===== src/design/mmic_pkg.sv =====
// constants, field layout and carrier types of the multi-mode interval counter
package mmic_pkg;
   // ************************************************
   // sizes
   // ************************************************
   localparam int unsigned CH_N = 3;
   localparam int unsigned ADDR_W = 4;
   localparam int unsigned DATA_W = 16;

   // ************************************************
   // register offsets (word index on the plain port)
   // ************************************************
   localparam logic [3:0] OFS_START = 4'h0;    // shared_start_register
   localparam logic [3:0] OFS_MODE0 = 4'h1;    // channel_mode_register 0..2 at 1..3
   localparam logic [3:0] OFS_COUNT0 = 4'h4;   // channel_count_register 0..2 at 4..6
   localparam logic [3:0] OFS_IRQ_STAT = 4'h7; // read-only sticky status
   localparam logic [3:0] OFS_IRQ_CLR = 4'h8;  // write-only, 1 clears
   localparam logic [3:0] OFS_IRQ_EN = 4'h9;

   // ************************************************
   // field positions
   // ************************************************
   localparam int unsigned RUN_LSB = 5;   // channel_run_bit 0..2 at bits 5..7
   localparam int unsigned MODE_LSB = 0;  // mode_select_low / mode_select_high
   localparam int unsigned EDGE_BIT = 2;  // 1 rising, 0 falling
   localparam int unsigned SEL_BIT = 3;   // event: 1 chained; measure: 1 width
   localparam int unsigned OVF_BIT = 5;   // overflow_flag, read only
   localparam int unsigned CKS_LSB = 6;   // clock select, 3 bits

   // ************************************************
   // reset values and divider counts
   // ************************************************
   localparam logic [15:0] RST_CNT = 16'h0000;
   localparam logic [15:0] CNT_MAX = 16'hffff;
   localparam logic [2:0] RST_CKS = 3'h0;
   localparam logic [2:0] RST_RUN = 3'h0;
   localparam logic [4:0] DIV_HALF_LAST = 5'h01;   // divide by 2
   localparam logic [4:0] DIV_EIGHTH_LAST = 5'h07; // divide by 8
   localparam logic [4:0] DIV_32_LAST = 5'h1f;     // divide by 32
   localparam logic [4:0] SUB_DIV_LAST = 5'h1f;    // sub-clock divide by 32

   // ************************************************
   // encodings
   // ************************************************
   typedef enum logic [1:0] {
      MMIC_MODE_TIMER = 2'h0,
      MMIC_MODE_EVENT = 2'h1,
      MMIC_MODE_MEAS = 2'h2,
      MMIC_MODE_NONE = 2'h3
   } mmic_mode_t;

   localparam logic [2:0] CKS_UNDIV = 3'h0;   // clk_undivided
   localparam logic [2:0] CKS_HALF = 3'h1;    // clk_half
   localparam logic [2:0] CKS_EIGHTH = 3'h2;  // clk_eighth
   localparam logic [2:0] CKS_32 = 3'h3;      // clk_thirtysecond
   localparam logic [2:0] CKS_SUB32 = 3'h4;   // subclock_div_thirtytwo

   typedef enum logic [2:0] {
      MMIC_ST_IDLE = 3'b001,   // stopped
      MMIC_ST_ARMED = 3'b010,  // started, no source pulse yet
      MMIC_ST_RUN = 3'b100     // counting
   } mmic_state_t;

   // ************************************************
   // carriers
   // ************************************************
   typedef struct packed {
      logic [3:0] addr;
      logic [15:0] wdata;
      logic wr;
      logic rd;
   } mmic_bus_t;

   typedef struct packed {
      logic sub32;
      logic div32;
      logic div8;
      logic div2;
      logic div1;
   } mmic_tick_t;
endpackage


===== src/design/mmic_prescaler.sv =====
// count-source enables from the system clock and the sub-clock edges
`timescale 1ns/1ps
module mmic_prescaler (
   // clock and reset
   input wire logic sys_clk_in,
   input wire logic rst_in,
   // synchronised sub-clock rising edge
   input wire logic sub_edge_in,
   // enables
   output mmic_pkg::mmic_tick_t tick_out
);
   import mmic_pkg::*;

   logic [4:0] div_q;
   logic [4:0] sub_q;

   // free-running divider; enables other than div1, which stays high, are one cycle wide
   always_ff @(posedge sys_clk_in or posedge rst_in) begin
      if (rst_in) begin
         div_q <= 5'h00;
      end else begin
         div_q <= div_q + 5'h01;
      end
   end

   // sub-clock edges divided by 32
   always_ff @(posedge sys_clk_in or posedge rst_in) begin
      if (rst_in) begin
         sub_q <= 5'h00;
      end else if (sub_edge_in) begin
         sub_q <= sub_q + 5'h01;
      end
   end

   // registered so the channels see clean pulses
   always_ff @(posedge sys_clk_in or posedge rst_in) begin
      if (rst_in) begin
         tick_out <= '0;
      end else begin
         tick_out.div1 <= 1'b1;
         tick_out.div2 <= (div_q[0] == DIV_HALF_LAST[0]);
         tick_out.div8 <= (div_q[2:0] == DIV_EIGHTH_LAST[2:0]);
         tick_out.div32 <= (div_q == DIV_32_LAST);
         tick_out.sub32 <= sub_edge_in && (sub_q == SUB_DIV_LAST);
      end
   end
endmodule


===== src/design/mmic_sync.sv =====
// three-stage pin synchroniser with edge pulses
`timescale 1ns/1ps
module mmic_sync #(
   parameter int unsigned W = 1
) (
   // clock and reset
   input wire logic sys_clk_in,
   input wire logic rst_in,
   // pins
   input wire logic [W-1:0] pin_in,
   // edges
   output logic [W-1:0] rise_out,
   output logic [W-1:0] fall_out
);
   logic [W-1:0] s1_q;
   logic [W-1:0] s2_q;
   logic [W-1:0] s3_q;

   // first stage feeds only the second
   always_ff @(posedge sys_clk_in or posedge rst_in) begin
      if (rst_in) begin
         s1_q <= '0;
         s2_q <= '0;
         s3_q <= '0;
      end else begin
         s1_q <= pin_in;
         s2_q <= s1_q;
         s3_q <= s2_q;
      end
   end

   // a change counts once stages two and three disagree
   assign rise_out = s2_q & ~s3_q;
   assign fall_out = ~s2_q & s3_q;
endmodule


===== src/design/mmic_top.sv =====
// three-channel interval, event and pulse measurement counter
`timescale 1ns/1ps
module mmic_top (
   // clock and reset
   input wire logic sys_clk_in,
   input wire logic rst_in,
   // register port
   input mmic_pkg::mmic_bus_t bus_in,
   output logic [15:0] rd_data_out,
   // pins
   input wire logic [2:0] chan_input_pin_in,
   input wire logic subclk_pin_in,
   // interrupt
   output logic irq_out
);
   import mmic_pkg::*;

   // ************************************************
   // declarations
   // ************************************************
   mmic_tick_t tick;
   logic [2:0] pin_rise;
   logic [2:0] pin_fall;
   logic sub_rise;
   logic [2:0] run_q;
   mmic_mode_t md_q [CH_N];
   logic [2:0] edge_q;
   logic [2:0] sel_q;
   logic [2:0] cks_q [CH_N];
   logic [2:0] ovf_q;
   logic [2:0] aged_q;
   logic [2:0] first_q;
   logic [15:0] cnt_q [CH_N]; // 16-bit up/down counter per channel
   logic [15:0] rld_q [CH_N];
   mmic_state_t st_q [CH_N];
   logic [2:0] wrap_q;
   logic [2:0] stat_q;
   logic [2:0] en_q;
   logic [15:0] rd_data_q;
   logic irq_q;
   logic wr_start;
   logic wr_clr;
   logic wr_en;
   logic [2:0] wr_mode;
   logic [2:0] wr_cnt;
   logic [2:0] act;
   logic [2:0] dec;
   logic [2:0] meas;
   logic [2:0] src;
   logic [2:0] medge;
   logic [2:0] uf;
   logic [2:0] ovf;
   logic [2:0] evt;
   logic [2:0] run_new;

   assign rd_data_out = rd_data_q;
   assign irq_out = irq_q;

   // ************************************************
   // pin synchronisers and prescaler
   // ************************************************
   mmic_sync #(.W(3)) u_pin_sync (
      .sys_clk_in(sys_clk_in),
      .rst_in(rst_in),
      .pin_in(chan_input_pin_in),
      .rise_out(pin_rise),
      .fall_out(pin_fall)
   );

   mmic_sync #(.W(1)) u_sub_sync (
      .sys_clk_in(sys_clk_in),
      .rst_in(rst_in),
      .pin_in(subclk_pin_in),
      .rise_out(sub_rise),
      .fall_out()
   );

   mmic_prescaler u_presc (
      .sys_clk_in(sys_clk_in),
      .rst_in(rst_in),
      .sub_edge_in(sub_rise),
      .tick_out(tick)
   );

   // ************************************************
   // address decode
   // ************************************************
   always_comb begin
      wr_start = 1'b0;
      wr_clr = 1'b0;
      wr_en = 1'b0;
      wr_mode = 3'h0;
      wr_cnt = 3'h0;
      if (!bus_in.wr) begin
         wr_start = 1'b0;
      end else if (bus_in.addr == OFS_START) begin
         wr_start = 1'b1;
      end else if (bus_in.addr >= OFS_MODE0 && bus_in.addr < OFS_COUNT0) begin
         wr_mode[2'(bus_in.addr - OFS_MODE0)] = 1'b1;
      end else if (bus_in.addr >= OFS_COUNT0 && bus_in.addr < OFS_IRQ_STAT) begin
         wr_cnt[2'(bus_in.addr - OFS_COUNT0)] = 1'b1;
      end else if (bus_in.addr == OFS_IRQ_CLR) begin
         wr_clr = 1'b1;
      end else if (bus_in.addr == OFS_IRQ_EN) begin
         wr_en = 1'b1;
      end
   end

   // ************************************************
   // per-channel count source and events
   // ************************************************
   always_comb begin
      run_new = bus_in.wdata[RUN_LSB +: 3];
      for (int i = 0; i < CH_N; i++) begin
         act[i] = (st_q[i] != MMIC_ST_IDLE);
         dec[i] = (md_q[i] == MMIC_MODE_TIMER) || (md_q[i] == MMIC_MODE_EVENT);
         meas[i] = (md_q[i] == MMIC_MODE_MEAS);
         // internal enable chosen by the clock select field
         case (cks_q[i])
            CKS_UNDIV: src[i] = tick.div1;
            CKS_HALF: src[i] = tick.div2;
            CKS_EIGHTH: src[i] = tick.div8;
            CKS_32: src[i] = tick.div32;
            CKS_SUB32: src[i] = tick.sub32;
            default: src[i] = 1'b0;
         endcase
         if (md_q[i] == MMIC_MODE_EVENT) begin
            // chained wrap from the previous channel, 0 takes 2
            if (sel_q[i]) begin
               src[i] = wrap_q[(i + CH_N - 1) % CH_N];
            end else begin
               src[i] = edge_q[i] ? pin_rise[i] : pin_fall[i];
            end
         end
         if (md_q[i] == MMIC_MODE_NONE) begin
            src[i] = 1'b0;
         end
         // width takes every edge, period one polarity
         if (sel_q[i]) begin
            medge[i] = meas[i] && act[i] && (pin_rise[i] || pin_fall[i]);
         end else begin
            medge[i] = meas[i] && act[i] && (edge_q[i] ? pin_rise[i] : pin_fall[i]);
         end
         uf[i] = dec[i] && act[i] && src[i] && (cnt_q[i] == RST_CNT);
         // an edge clearing the counter hides a wrap in the same cycle
         ovf[i] = meas[i] && act[i] && src[i] && !medge[i] && (cnt_q[i] == CNT_MAX);
         evt[i] = uf[i] || ovf[i] || (medge[i] && first_q[i]);
      end
   end

   // ************************************************
   // run control and channel state
   // ************************************************
   always_ff @(posedge sys_clk_in or posedge rst_in) begin
      if (rst_in) begin
         run_q <= RST_RUN;
         for (int i = 0; i < CH_N; i++) begin
            st_q[i] <= MMIC_ST_IDLE;
         end
      end else begin
         if (wr_start) begin
            run_q <= run_new;
         end
         for (int i = 0; i < CH_N; i++) begin
            if (wr_start && !run_new[i]) begin
               st_q[i] <= MMIC_ST_IDLE;
            end else if (wr_start && !run_q[i]) begin
               st_q[i] <= MMIC_ST_ARMED;
            end else begin
               case (st_q[i])
                  MMIC_ST_ARMED: begin
                     if (src[i]) begin
                        st_q[i] <= MMIC_ST_RUN;
                     end
                  end
                  MMIC_ST_RUN: st_q[i] <= MMIC_ST_RUN;
                  default: st_q[i] <= MMIC_ST_IDLE;
               endcase
            end
         end
      end
   end

   // ************************************************
   // mode registers and overflow flag
   // ************************************************
   always_ff @(posedge sys_clk_in or posedge rst_in) begin
      if (rst_in) begin
         edge_q <= 3'h0;
         sel_q <= 3'h0;
         ovf_q <= 3'h0;
         aged_q <= 3'h0;
         for (int i = 0; i < CH_N; i++) begin
            md_q[i] <= MMIC_MODE_TIMER;
            cks_q[i] <= RST_CKS;
         end
      end else begin
         for (int i = 0; i < CH_N; i++) begin
            if (wr_mode[i]) begin
               md_q[i] <= mmic_mode_t'(bus_in.wdata[MODE_LSB +: 2]);
               edge_q[i] <= bus_in.wdata[EDGE_BIT];
               sel_q[i] <= bus_in.wdata[SEL_BIT];
               cks_q[i] <= bus_in.wdata[CKS_LSB +: 3];
            end
            // set beats clear; clear needs a tick after the set
            if (ovf[i]) begin
               ovf_q[i] <= 1'b1;
               aged_q[i] <= 1'b0;
            end else if (wr_mode[i] && run_q[i] && aged_q[i]) begin
               ovf_q[i] <= 1'b0;
               aged_q[i] <= 1'b0;
            end else if (ovf_q[i] && src[i] && act[i]) begin
               aged_q[i] <= 1'b1;
            end
         end
      end
   end

   // ************************************************
   // counter and reload register
   // ************************************************
   always_ff @(posedge sys_clk_in or posedge rst_in) begin
      if (rst_in) begin
         first_q <= 3'h0;
         for (int i = 0; i < CH_N; i++) begin
            cnt_q[i] <= RST_CNT;
            rld_q[i] <= RST_CNT;
         end
      end else begin
         for (int i = 0; i < CH_N; i++) begin
            if (meas[i]) begin
               // count writes never touch a measuring channel
               if (wr_start && run_new[i] && !run_q[i]) begin
                  first_q[i] <= 1'b0;
               end else if (medge[i]) begin
                  rld_q[i] <= cnt_q[i];
                  cnt_q[i] <= RST_CNT;
                  first_q[i] <= 1'b1;
               end else if (act[i] && src[i]) begin
                  cnt_q[i] <= cnt_q[i] + 16'h0001;
               end
            end else if (dec[i]) begin
               if (wr_cnt[i]) begin
                  rld_q[i] <= bus_in.wdata;
               end
               // while stopped or before the first source pulse a write also loads the counter
               if (wr_cnt[i] && st_q[i] != MMIC_ST_RUN) begin
                  cnt_q[i] <= bus_in.wdata;
               end else if (uf[i]) begin
                  cnt_q[i] <= rld_q[i];
               end else if (act[i] && src[i]) begin
                  cnt_q[i] <= cnt_q[i] - 16'h0001;
               end
            end
         end
      end
   end

   // wrap pulses feed the next channel's event input
   always_ff @(posedge sys_clk_in or posedge rst_in) begin
      if (rst_in) begin
         wrap_q <= 3'h0;
      end else begin
         wrap_q <= uf | ovf;
      end
   end

   // ************************************************
   // interrupts
   // ************************************************
   // an event in the clear cycle survives
   always_ff @(posedge sys_clk_in or posedge rst_in) begin
      if (rst_in) begin
         stat_q <= 3'h0;
         en_q <= 3'h0;
         irq_q <= 1'b0;
      end else begin
         stat_q <= (stat_q & ~(wr_clr ? bus_in.wdata[2:0] : 3'h0)) | evt;
         if (wr_en) begin
            en_q <= bus_in.wdata[2:0];
         end
         irq_q <= |(stat_q & en_q);
      end
   end

   // ************************************************
   // read data, one cycle after the strobe
   // ************************************************
   always_ff @(posedge sys_clk_in or posedge rst_in) begin
      if (rst_in) begin
         rd_data_q <= 16'h0000;
      end else if (!bus_in.rd) begin
         rd_data_q <= 16'h0000;
      end else if (bus_in.addr == OFS_START) begin
         rd_data_q <= {8'h00, run_q, 5'h00};
      end else if (bus_in.addr >= OFS_MODE0 && bus_in.addr < OFS_COUNT0) begin
         rd_data_q <= 16'h0000;
         for (int i = 0; i < CH_N; i++) begin
            if (bus_in.addr == OFS_MODE0 + 4'(i)) begin
               rd_data_q <= {7'h00, cks_q[i], ovf_q[i], 1'b0,
                             sel_q[i], edge_q[i], md_q[i]};
            end
         end
      end else if (bus_in.addr >= OFS_COUNT0 && bus_in.addr < OFS_IRQ_STAT) begin
         rd_data_q <= 16'h0000;
         for (int i = 0; i < CH_N; i++) begin
            if (bus_in.addr == OFS_COUNT0 + 4'(i)) begin
               rd_data_q <= meas[i] ? rld_q[i] : cnt_q[i];
            end
         end
      end else if (bus_in.addr == OFS_IRQ_STAT) begin
         rd_data_q <= {13'h0000, stat_q};
      end else if (bus_in.addr == OFS_IRQ_EN) begin
         rd_data_q <= {13'h0000, en_q};
      end else begin
         rd_data_q <= 16'h0000;
      end
   end
endmodule


===== config.mk =====
export PLATFORM = sky130hd
export DESIGN_NAME = mmic_top
export DESIGN_NICKNAME = d
export VERILOG_FILES = /design/src/design/mmic_pkg.sv /design/src/design/mmic_prescaler.sv /design/src/design/mmic_sync.sv /design/src/design/mmic_top.sv
export SDC_FILE = /design/constraint.sdc
export NUM_CORES = 1
export LEC_CHECK = 0
export BUFFER_PORTS_ARGS = -buffer_cell sky130_fd_sc_hd__buf_2
export CORE_UTILIZATION = 56
export CTS_CLUSTER_DIAMETER = 80
export DETAILED_ROUTE_END_ITERATION = 10
export PLACE_DENSITY = 0.73
export SYNTH_ARGS = -nofsm -noshare
export SYNTH_HDL_FRONTEND = slang
export SYNTH_HIERARCHICAL = 1
export SYNTH_SLANG_ARGS = --single-unit
export TNS_END_PERCENT = 30

===== constraint.sdc =====
create_clock -name sys_clk_in -period 8.45 [get_ports sys_clk_in]
set_input_delay 0.845 -clock sys_clk_in [delete_from_list [all_inputs] [get_ports sys_clk_in]]
set_output_delay 0.845 -clock sys_clk_in [all_outputs]
set_load 0.01 [all_outputs]

==> qor.txt, run 1 <==
========================================================================================
Crit path kind ............................................................ register to register
Area Growth Syn to Fin ....................................................        6.29%
Kind of start point of the critical path ..................................     register
Post-synthesis instance area ..............................................    12400 µm²
First-pass GRT wire length ................................................     61900 µm
Vias in the first global route ............................................        10500
Beginning of the worst register-to-register path ..........................    cnt_q[32]
DP Wirelength .............................................................     28000 µm
Commonest cells after routing, fill and taps aside ........................ sky130_fd_sc_hd__nand2_1 (189), sky130_fd_sc_hd__dfrtp_1 (188), sky130_fd_sc_hd__nor2_1 (109)
Fin nets ..................................................................         1424
Overflow after GRT ........................................................            0
CTS resizes ...............................................................            0
Placed Cells ..............................................................         1646
Global-route total usage across every layer ...............................        36.2%
Static Leak ...............................................................      5.42 nW
Clock sink count ..........................................................          191
Antenna Violating Nets Remaining ..........................................            0
Avg WL per Cell ...........................................................      23.7 µm
Clock skew after layout ...................................................      17.1 ps
Number of maximum-capacitance constraint violations .......................            0
Data arrival time of the worst path .......................................      3670 ps
Height of the die .........................................................       151 µm
H-tree depth ..............................................................            4
Final period demand of the worst path .....................................      3370 ps
Highest clock rate ........................................................      296 MHz
Iteration count of the initial detailed-routing pass ......................            8
Area of the core ..........................................................    21800 µm²
First DRT Iteration DRCs ..................................................         1331
Post-synth net total ......................................................         1470
Number of standard cells in the layout, taps in and fillers out ...........         1679
DRC viols .................................................................            0
Actual slew at the worst max-slew pin .....................................      1280 ps
Endpoint of the lowest-slack register-to-register path ....................    cnt_q[41]
Number of warning messages in the yosys log ...............................            6
Number of buffers created by CTS ..........................................           17
Number of input and output port buffers inserted ..........................           44
Fin. max-slew vios ........................................................            0
Vias ......................................................................        11400
Routed wire length ........................................................     39800 µm
Share of total power in sequential cells ..................................        43.9%
Maximum vdd drop ..........................................................     0.212 mV
Sum Neg Setup Slack .......................................................         0 ps
Worst-case reg-to-reg path depth ..........................................            8
Maximum number of pins on one net before global-route repair ..............           97
Unrepaired setup endpoints after global routing ...........................           no
Net switching share of the total power ....................................        43.9%
Horiz. Die Dim ............................................................       151 µm
Internal portion of total power ...........................................      2.09 mW
Outcome ................................................................... complete, no violations
Worst Setup End Kind ......................................................     register
Global placement routability congestion ...................................         1.01
Class of the worst hold path .............................................. primary input to async pin
Clock insertion delay at the later pin of the skew report .................       450 ps
Number of rows created at floorplan .......................................           54
Post-synthesis area per instance ..........................................     8.66 µm²
Post-CTS setup-driven buffer insertion count ..............................            0
Switching power ...........................................................      1.63 mW
PD cells ..................................................................   282 nW/µm²
Fraction of layout cells with a size suffix above 1 .......................        12.8%
Count of final setup violators ............................................            0
Hold slack final ..........................................................       291 ps
Number of antenna violations at the first check in global routing .........            0
Part of the power in combinational logic ..................................        32.1%
Max-Slew Margin vs Limit ..................................................        13.7%
Number of top-level design ports ..........................................           45
Starting density of the core ..............................................        57.0%
Number of vias per cell ...................................................         6.82
Portion of the clock cycle consumed by the worst path in the final layout .        39.9%
Number of buffers on the longest clock path ...............................            2
Maximum fanout along the worst path .......................................           19
Clk Tree Root Cell ........................................................ sky130_fd_sc_hd__clkbuf_16
Worst-path clk slew .......................................................        90 ps
Commonest non-fill, non-tap cell in the layout ............................ sky130_fd_sc_hd__nand2_1
CTS tree ..................................................................          yes
CP Data Required Time .....................................................      8740 ps
Final hold violation count ................................................            0
DIE AREA ..................................................................    22700 µm²
Count of mapped cells out of synthesis ....................................         1431
Relative contribution of the clock network to total power .................        24.0%
Final core area utilization ...............................................        60.5%
Worst setup slack for register-to-register paths ..........................      5080 ps
# hold bufs at CTS ........................................................            0
========================================================================================
-- registers in the layout (all words and copies together) (netlist names), 3 cells and up --
signal,count
aged_q,3
cks_q,9
cnt_q,48
edge_q,3
en_q,3
first_q,3
md_q,6
ovf_q,3
rd_data_out,16
rld_q,48
run_q,3
sel_q,3
st_q,9
stat_q,3
u_pin_sync/s1_q,3
u_pin_sync/s2_q,3
u_pin_sync/s3_q,3
u_presc/div_q,5
u_presc/sub_q,5
u_presc/tick_out,5
wrap_q,3
-- how the worst max path moves through the flow --
stage | cells past startpoint | start | slack, ps | endpoint
after floorplan | 1 | rst_in | 3180 | aged_q[0]
after global placement | 7 | bus_in[18] | 4920 | cnt_q[35]
after detailed placement | 7 | bus_in[19] | 4810 | cnt_q[13]
after CTS | 8 | cnt_q[32] | 5140 | cnt_q[41]
after global routing | 7 | bus_in[19] | 5030 | cnt_q[13]
final | 8 | cnt_q[32] | 5080 | cnt_q[41]
-- power by group through the flow --
stage | combinational [mW] | clock [mW] | sequential [mW]
after CTS | 1.17 | 0.901 | 1.61
after detailed placement | 1.16 | 0 | 1.62
final | 1.19 | 0.893 | 1.63
after global routing | 1.31 | 0.938 | 1.67
after global placement | 1.14 | 0 | 1.62
after floorplan | 1.12 | 0 | 1.32
-- critical path, stage by stage, from the launching register on --
cell	delay (ps)
sky130_fd_sc_hd__dfrtp_1	480
sky130_fd_sc_hd__inv_1	190
sky130_fd_sc_hd__ha_1	210
sky130_fd_sc_hd__or3b_2	530
sky130_fd_sc_hd__or4_4	570
sky130_fd_sc_hd__or2_1	530
sky130_fd_sc_hd__or2_4	400
sky130_fd_sc_hd__o211ai_1	190
sky130_fd_sc_hd__a31oi_1	130
-- routing by layer --
layer / share of wire [%] / track usage [%] / wire [µm] / vias to the layer above
li1: - / - / - / 5143
met1: 41 / 50.1 / 16400 / 5551
met2: 47 / 55.7 / 18500 / 662
met3: 9.1 / 7.12 / 3620 / 93
met4: 3.2 / 14.1 / 1270 / 0
met5: 0 / 0 / 0 / -
-- area by class of cell --
class	instances	area (µm²)
antenna	1	2.50
fill	1951	8590
multi-input combinational	1089	6940
timing repair buffer	59	333
sequential	191	4780
clock buffer	17	425
inverter	27	106
tap	280	350
clock inverter	15	225
-- per-stage QoR --
step	setup slack (ps)	total power [mW]	cell area, µm²
after floorplan	3180	2.44	12400
after global placement	4920	2.76	12500
after detailed placement	4810	2.79	12500
after CTS	5140	3.68	13200
after global routing	5030	3.91	13200
final	5080	3.72	13200
No activity file was read; power rests on OpenSTA's default activity.
==> run 2, diff against run 1 <==
==> constraint.sdc (replaced) <==
create_clock -name sys_clk_in -period 3.32 [get_ports sys_clk_in]
set_input_delay 0.332 -clock sys_clk_in [delete_from_list [all_inputs] [get_ports sys_clk_in]]
set_output_delay 0.332 -clock sys_clk_in [all_outputs]
set_load 0.01 [all_outputs]
==> run 2 against run 1 <==
Clock power grew to 2.5 times the previous value. Global-route usage grew 0.23 points. Cell area grew 3.2%. Core utilization grew 2.0 points. Critical endpoint is now cnt_q[46]. Largest power group unchanged.
==> qor.txt, run 2 (synthesis gave the netlist of run 1 again) <==
========================================================================================
Vias ......................................................................        11600
Portion of the clock cycle consumed by the worst path in the final layout .        95.3%
Static Leak ...............................................................      5.68 nW
Worst setup path startpoint ...............................................    cnt_q[33]
Area used by multi-input combinational logic ..............................     6940 µm²
Hold slack final ..........................................................       216 ps
Area Growth Syn to Fin ....................................................        9.72%
Routed wire length ........................................................     39700 µm
Worst-case reg-to-reg path depth ..........................................            9
Part of the power in combinational logic ..................................        35.4%
Post-CTS setup-driven buffer insertion count ..............................            0
Number of buffers on the longest clock path ...............................            2
Relative contribution of the clock network to total power .................        23.5%
Fraction of layout cells with a size suffix above 1 .......................        15.6%
Number of rows created at floorplan .......................................           54
CP Data Required Time .....................................................      3660 ps
Number of input and output port buffers inserted ..........................           44
Area of the core ..........................................................    21800 µm²
Maximum fanout along the worst path .......................................           16
Global placement routability congestion ...................................        0.957
Clk Tree Root Cell ........................................................ sky130_fd_sc_hd__clkbuf_16
Class of the worst hold path .............................................. primary input to register
Commonest non-fill, non-tap cell in the layout ............................ sky130_fd_sc_hd__nand2_1
Antenna Violating Nets Remaining ..........................................            0
Cells traversed along the worst timing path ............................... inv_1, ha_1, or3b_2, or4_4, or2_1, buf_4, nor3_1, o21ai_0, a22o_1
Unrepaired setup endpoints after global routing ...........................           no
Overflow after GRT ........................................................            0
Fillcell total ............................................................         1880
DIE AREA ..................................................................    22700 µm²
DRC viols .................................................................            0
Count of antenna diodes in the layout .....................................            0
CTS tree ..................................................................          yes
Worst-path clk slew .......................................................        90 ps
Placed Cells ..............................................................         1694
DP Wirelength .............................................................     28600 µm
Seq. cell area ............................................................     4780 µm²
Commonest cells after routing, fill and taps aside ........................ sky130_fd_sc_hd__nand2_1 (189), sky130_fd_sc_hd__dfrtp_1 (188), sky130_fd_sc_hd__nor2_1 (109)
Switching power ...........................................................      4.10 mW
Maximum number of pins on one net before global-route repair ..............           70
First DRT Iteration DRCs ..................................................         1170
H-tree depth ..............................................................            4
Number of antenna violations at the first check in global routing .........            0
Max-Slew Margin vs Limit ..................................................        42.9%
Number of cells on the critical path ......................................            9
Share of total power in sequential cells ..................................        41.1%
Clock insertion delay at the later pin of the skew report .................       460 ps
Worst setup slack for register-to-register paths ..........................       150 ps
Highest clock rate ........................................................      316 MHz
Fin nets ..................................................................         1477
Actual slew at the worst max-slew pin .....................................       856 ps
Final period demand of the worst path .....................................      3170 ps
Height of the die .........................................................       151 µm
Vias in the first global route ............................................        10800
Setup slack at placement ..................................................       233 ps
Iteration count of the initial detailed-routing pass ......................            6
Sum Neg Setup Slack .......................................................         0 ps
Number of standard cells in the layout, taps in and fillers out ...........         1731
Worst Setup End Kind ......................................................     register
Number of top-level design ports ..........................................           45
Dominant delay contributor by cell family on the critical path ............ simple AND/OR/NAND/NOR gates
Largest stage delay on the critical path ..................................       560 ps
Slowest library cell on the worst path .................................... sky130_fd_sc_hd__or4_4
Count of final setup violators ............................................            0
Endpoint of the lowest-slack register-to-register path ....................    cnt_q[46]
Crit path kind ............................................................ register to register
Kind of start point of the critical path ..................................     register
Worst setup path end ......................................................    cnt_q[46]
Number of vias per cell ...................................................         6.69
Number of maximum-capacitance constraint violations .......................            0
Beginning of the worst register-to-register path ..........................    cnt_q[33]
Net switching share of the total power ....................................        42.9%
Clock sink count ..........................................................          191
Internal portion of total power ...........................................      5.45 mW
Starting density of the core ..............................................        57.0%
Buffers & Inverters on Critical Path ......................................            2
Clock skew after layout ...................................................      20.6 ps
Global-route total usage across every layer ...............................        36.5%
PD cells ..................................................................   703 nW/µm²
Number of buffers created by CTS ..........................................           17
First-pass GRT wire length ................................................     62100 µm
Data arrival time of the worst path .......................................      3510 ps
Avg WL per Cell ...........................................................      22.9 µm
Final hold violation count ................................................            0
Horiz. Die Dim ............................................................       151 µm
Fin. max-slew vios ........................................................            0
Outcome ................................................................... complete, no violations
Post-route setup slack ....................................................       154 ps
Final core area utilization ...............................................        62.5%
Maximum vdd drop ..........................................................     0.463 mV
========================================================================================
-- run 2: changes by cell type in the layout (fill, tap and decap cells not counted) --
cell and delta:
sky130_fd_sc_hd__buf_12 +2, sky130_fd_sc_hd__buf_4 +46, sky130_fd_sc_hd__clkinvlp_4 +1, sky130_fd_sc_hd__diode_2 -1, sky130_fd_sc_hd__dlygate4sd3_1 +5, sky130_fd_sc_hd__inv_6 -1
sky130_fd_sc_hd__nor4_1 +1, sky130_fd_sc_hd__nor4_2 -1
-- run 2: worst min path at each step --
stage / slack [ps] / endpoint / depth (start not counted) / start
after floorplan: 90 / u_sub_sync/s1_q / 1 / rst_in
after global placement: 240 / u_sub_sync/s1_q / 2 / rst_in
after detailed placement: 240 / u_sub_sync/s1_q / 2 / rst_in
after CTS: 210 / rd_data_out[7] / 3 / bus_in[0]
after global routing: 210 / rd_data_out[7] / 3 / bus_in[0]
final: 220 / rd_data_out[7] / 3 / bus_in[0]
-- run 2: power groups by stage --
stage / combinational (mW) / clock (mW) / sequential [mW]
after floorplan: 2.85 / 0 / 3.36
after global placement: 3.25 / 0 / 3.91
after detailed placement: 3.31 / 0 / 3.93
after CTS: 3.33 / 2.27 / 3.89
after global routing: 3.74 / 2.36 / 4.02
final: 3.38 / 2.24 / 3.93
-- run 2: tightest hold or removal path, delay by kind of cell --
family / cells / cell delay [ps]
buffers and inverters: 1 / 160
AO/OA/AOI/OAI: 2 / 140
-- run 2: layout make-up --
cell class,instances,area share (%)
clock buffer,17,3.13
tap,280,2.58
timing repair buffer,112,5.65
clock inverter,15,1.66
inverter,27,0.773
sequential,191,35.2
multi-input combinational,1089,51.0
-- run 2: metrics by stage --
| stage | total power [mW] | area, µm² |
|---|---|---|
| 2_1_floorplan | 6.21 | 12400 |
| 3_3_place_gp | 7.15 | 12900 |
| 3_5_place_dp | 7.24 | 12900 |
| 4_1_cts | 9.49 | 13600 |
| 5_1_grt | 10.1 | 13600 |
| 6_report | 9.56 | 13600 |
-- run 2: per-layer routing --
layer  GRT usage (%)  vias up  routed length, µm
li1                -     5258                  -
met1            49.0     5556              16300
met2            54.6      631              17600
met3            7.79      140               3570
met4            20.2        0               2110
met5               0        -                  0
-- run 2: what timing repair did --
item / CTS / global route
hold endpoints to repair: 45 / 0
resized for setup: 0 / 0
hold buffers: 5 / 0
==> run 3, diff against run 2 <==
--- a/config.mk
+++ b/config.mk
@@ -9,7 +9,7 @@
 export CORE_UTILIZATION = 56
 export CTS_CLUSTER_DIAMETER = 80
 export DETAILED_ROUTE_END_ITERATION = 10
-export PLACE_DENSITY = 0.73
+export PLACE_DENSITY_LB_ADDON = 0.3
 export SYNTH_ARGS = -nofsm -noshare
 export SYNTH_HDL_FRONTEND = slang
 export SYNTH_HIERARCHICAL = 1
==> run 3 against run 2 <==
Total power grew 0.58%. Core utilization fell by 0.13 points. First-iteration DRC count up 20%. Worst hold slack improved by 53 ps. Die area unchanged. Via count fell by 0.49%. Non-clock buffer count shrank 4. Clock skew increased by 0.63 ps. Final cell count decreased by 0.23%. Fmax about the same. Highest routed layer unchanged. Routed wire length increased by 1.3%.
==> qor.txt, run 3 (synthesis gave the netlist of run 1 again) <==
========================================================================================
Number of vias per cell ...................................................         6.68
Antenna Violating Nets Remaining ..........................................            0
PD cells ..................................................................   708 nW/µm²
Number of top-level design ports ..........................................           45
Commonest cells after routing, fill and taps aside ........................ sky130_fd_sc_hd__nand2_1 (189), sky130_fd_sc_hd__dfrtp_1 (188), sky130_fd_sc_hd__nor2_1 (109)
Portion of the clock cycle consumed by the worst path in the final layout .        95.4%
Area Growth Syn to Fin ....................................................        9.49%
Commonest non-fill, non-tap cell in the layout ............................ sky130_fd_sc_hd__nand2_1
Clock sink count ..........................................................          191
Fillcell total ............................................................         1894
Vias ......................................................................        11500
Maximum vdd drop ..........................................................     0.433 mV
Maximum fanout along the worst path .......................................           14
Starting density of the core ..............................................        57.0%
Fraction of layout cells with a size suffix above 1 .......................        15.3%
Post-CTS setup-driven buffer insertion count ..............................            0
First DRT Iteration DRCs ..................................................         1401
Final period demand of the worst path .....................................      3170 ps
Count of final setup violators ............................................            0
Routed wire length ........................................................     40200 µm
Number of maximum-capacitance constraint violations .......................            0
Crit path kind ............................................................ register to register
CP Data Required Time .....................................................      3660 ps
Overflow after GRT ........................................................            0
Horiz. Die Dim ............................................................       151 µm
DIE AREA ..................................................................    22700 µm²
Final hold violation count ................................................            0
Max-Slew Margin vs Limit ..................................................        15.3%
Global placement routability congestion ...................................        0.995
Kind of start point of the critical path ..................................     register
H-tree depth ..............................................................            4
Highest metal layer with signal wires .....................................         met4
Avg WL per Cell ...........................................................      23.3 µm
Unrepaired setup endpoints after global routing ...........................           no
Area after detailed placement .............................................    12900 µm²
Area of the core ..........................................................    21800 µm²
Length of routed met3 wiring ..............................................      3590 µm
Number of rows created at floorplan .......................................           54
Static Leak ...............................................................      5.66 nW
Data arrival time of the worst path .......................................      3510 ps
Highest clock rate ........................................................      316 MHz
Vias in the first global route ............................................        10700
Fin nets ..................................................................         1473
Maximum number of pins on one net before global-route repair ..............           95
Iteration count of the initial detailed-routing pass ......................            5
Fin. max-slew vios ........................................................            0
Number of buffers created by CTS ..........................................           17
Number of buffers on the longest clock path ...............................            2
Number of antenna violations at the first check in global routing .........            1
Actual slew at the worst max-slew pin .....................................      1260 ps
CTS resizes ...............................................................            0
Height of the die .........................................................       151 µm
Clock skew after layout ...................................................      21.2 ps
CTS tree ..................................................................          yes
Clock insertion delay at the later pin of the skew report .................       470 ps
Worst-path clk slew .......................................................        90 ps
Met1 WL ...................................................................     16900 µm
Number of input and output port buffers inserted ..........................           44
Worst Setup End Kind ......................................................     register
Clk Tree Root Cell ........................................................ sky130_fd_sc_hd__clkbuf_16
Class of the worst hold path .............................................. primary input to register
Length of routed met2 wiring ..............................................     17900 µm
DRC viols .................................................................            0
Global-route total usage across every layer ...............................        36.6%
Sum Neg Setup Slack .......................................................         0 ps
DP Wirelength .............................................................     28900 µm
First-pass GRT wire length ................................................     62300 µm
Outcome ................................................................... complete, no violations
Count of antenna diodes in the layout .....................................            0
Area of all placed cells without fillers ..................................    13600 µm²
========================================================================================
-- run 3: what timing repair did --
item | CTS | global route
setup endpoints to repair | 0 | 0
hold buffers | 5 | 0
hold endpoints to repair | 31 | 0
-- run 3: worst max-delay path, stage by stage, from the launching register on --
cell	delay (ps)
sky130_fd_sc_hd__dfrtp_1	460
sky130_fd_sc_hd__inv_1	130
sky130_fd_sc_hd__ha_1	190
sky130_fd_sc_hd__or3b_2	520
sky130_fd_sc_hd__or4_4	570
sky130_fd_sc_hd__or2_1	470
sky130_fd_sc_hd__buf_4	270
sky130_fd_sc_hd__nor2_1	90
sky130_fd_sc_hd__a211oi_1	60
sky130_fd_sc_hd__a221o_1	270
-- run 3: layout make-up --
| class | instances | area (µm²) | area share, % |
|---|---|---|---|
| Clock buffer | 17 | 425 | 3.14 |
| Clock inverter | 15 | 226 | 1.67 |
| Inverter | 27 | 105 | 0.775 |
| Multi-Input combinational cell | 1089 | 6940 | 51.1 |
| Sequential cell | 191 | 4780 | 35.3 |
| Tap cell | 280 | 350 | 2.58 |
| Timing Repair Buffer | 108 | 738 | 5.44 |
-- run 3: through the flow --
| stage | instances | total power [mW] | setup slack [ps] | hold WS [ps] | util (%) |
|---|---|---|---|---|---|
| after global routing | 1727 | 10.1 | 31.4 | 274 | 62.4 |
| after global placement | 1690 | 7.18 | 262 | 243 | 59.1 |
| after detailed placement | 1690 | 7.26 | 202 | 253 | 59.1 |
| final | 1727 | 9.61 | 153 | 270 | 62.4 |
| after CTS | 1727 | 9.53 | 193 | 254 | 62.4 |
| after floorplan | 1431 | 6.21 | 545 | 85.6 | - |
-- run 3: path summary, 6_finish.rpt --
path                                    start            endpoint  slack, ps  depth (start not counted)
max                                 cnt_q[33]           cnt_q[47]        150                          9
min                                 bus_in[0]      rd_data_out[3]        270                          3
max reg2reg                         cnt_q[33]           cnt_q[47]        150                          9
min reg2reg                u_pin_sync/s1_q[2]  u_pin_sync/s2_q[2]        360                          0
max in group asynchronous              rst_in            cnt_q[2]       2230                          4
min in group asynchronous              rst_in     u_sub_sync/s2_q        310                          3
-- run 3: where the power goes --
group          switching (mW)  internal [mW]  total, mW  leakage, nW
clock                    1.20           1.08       2.28        0.314
combinational            1.97           1.43       3.40         2.95
sequential              0.989           2.95       3.94         2.40
total                    4.16           5.45       9.61         5.66
-- run 3: per-layer routing --
layer	global-route usage, %	up-vias
met4	17.3	0
met1	51.6	5585
met3	6.09	117
met5	0	-
li1	-	5227
met2	54.7	599
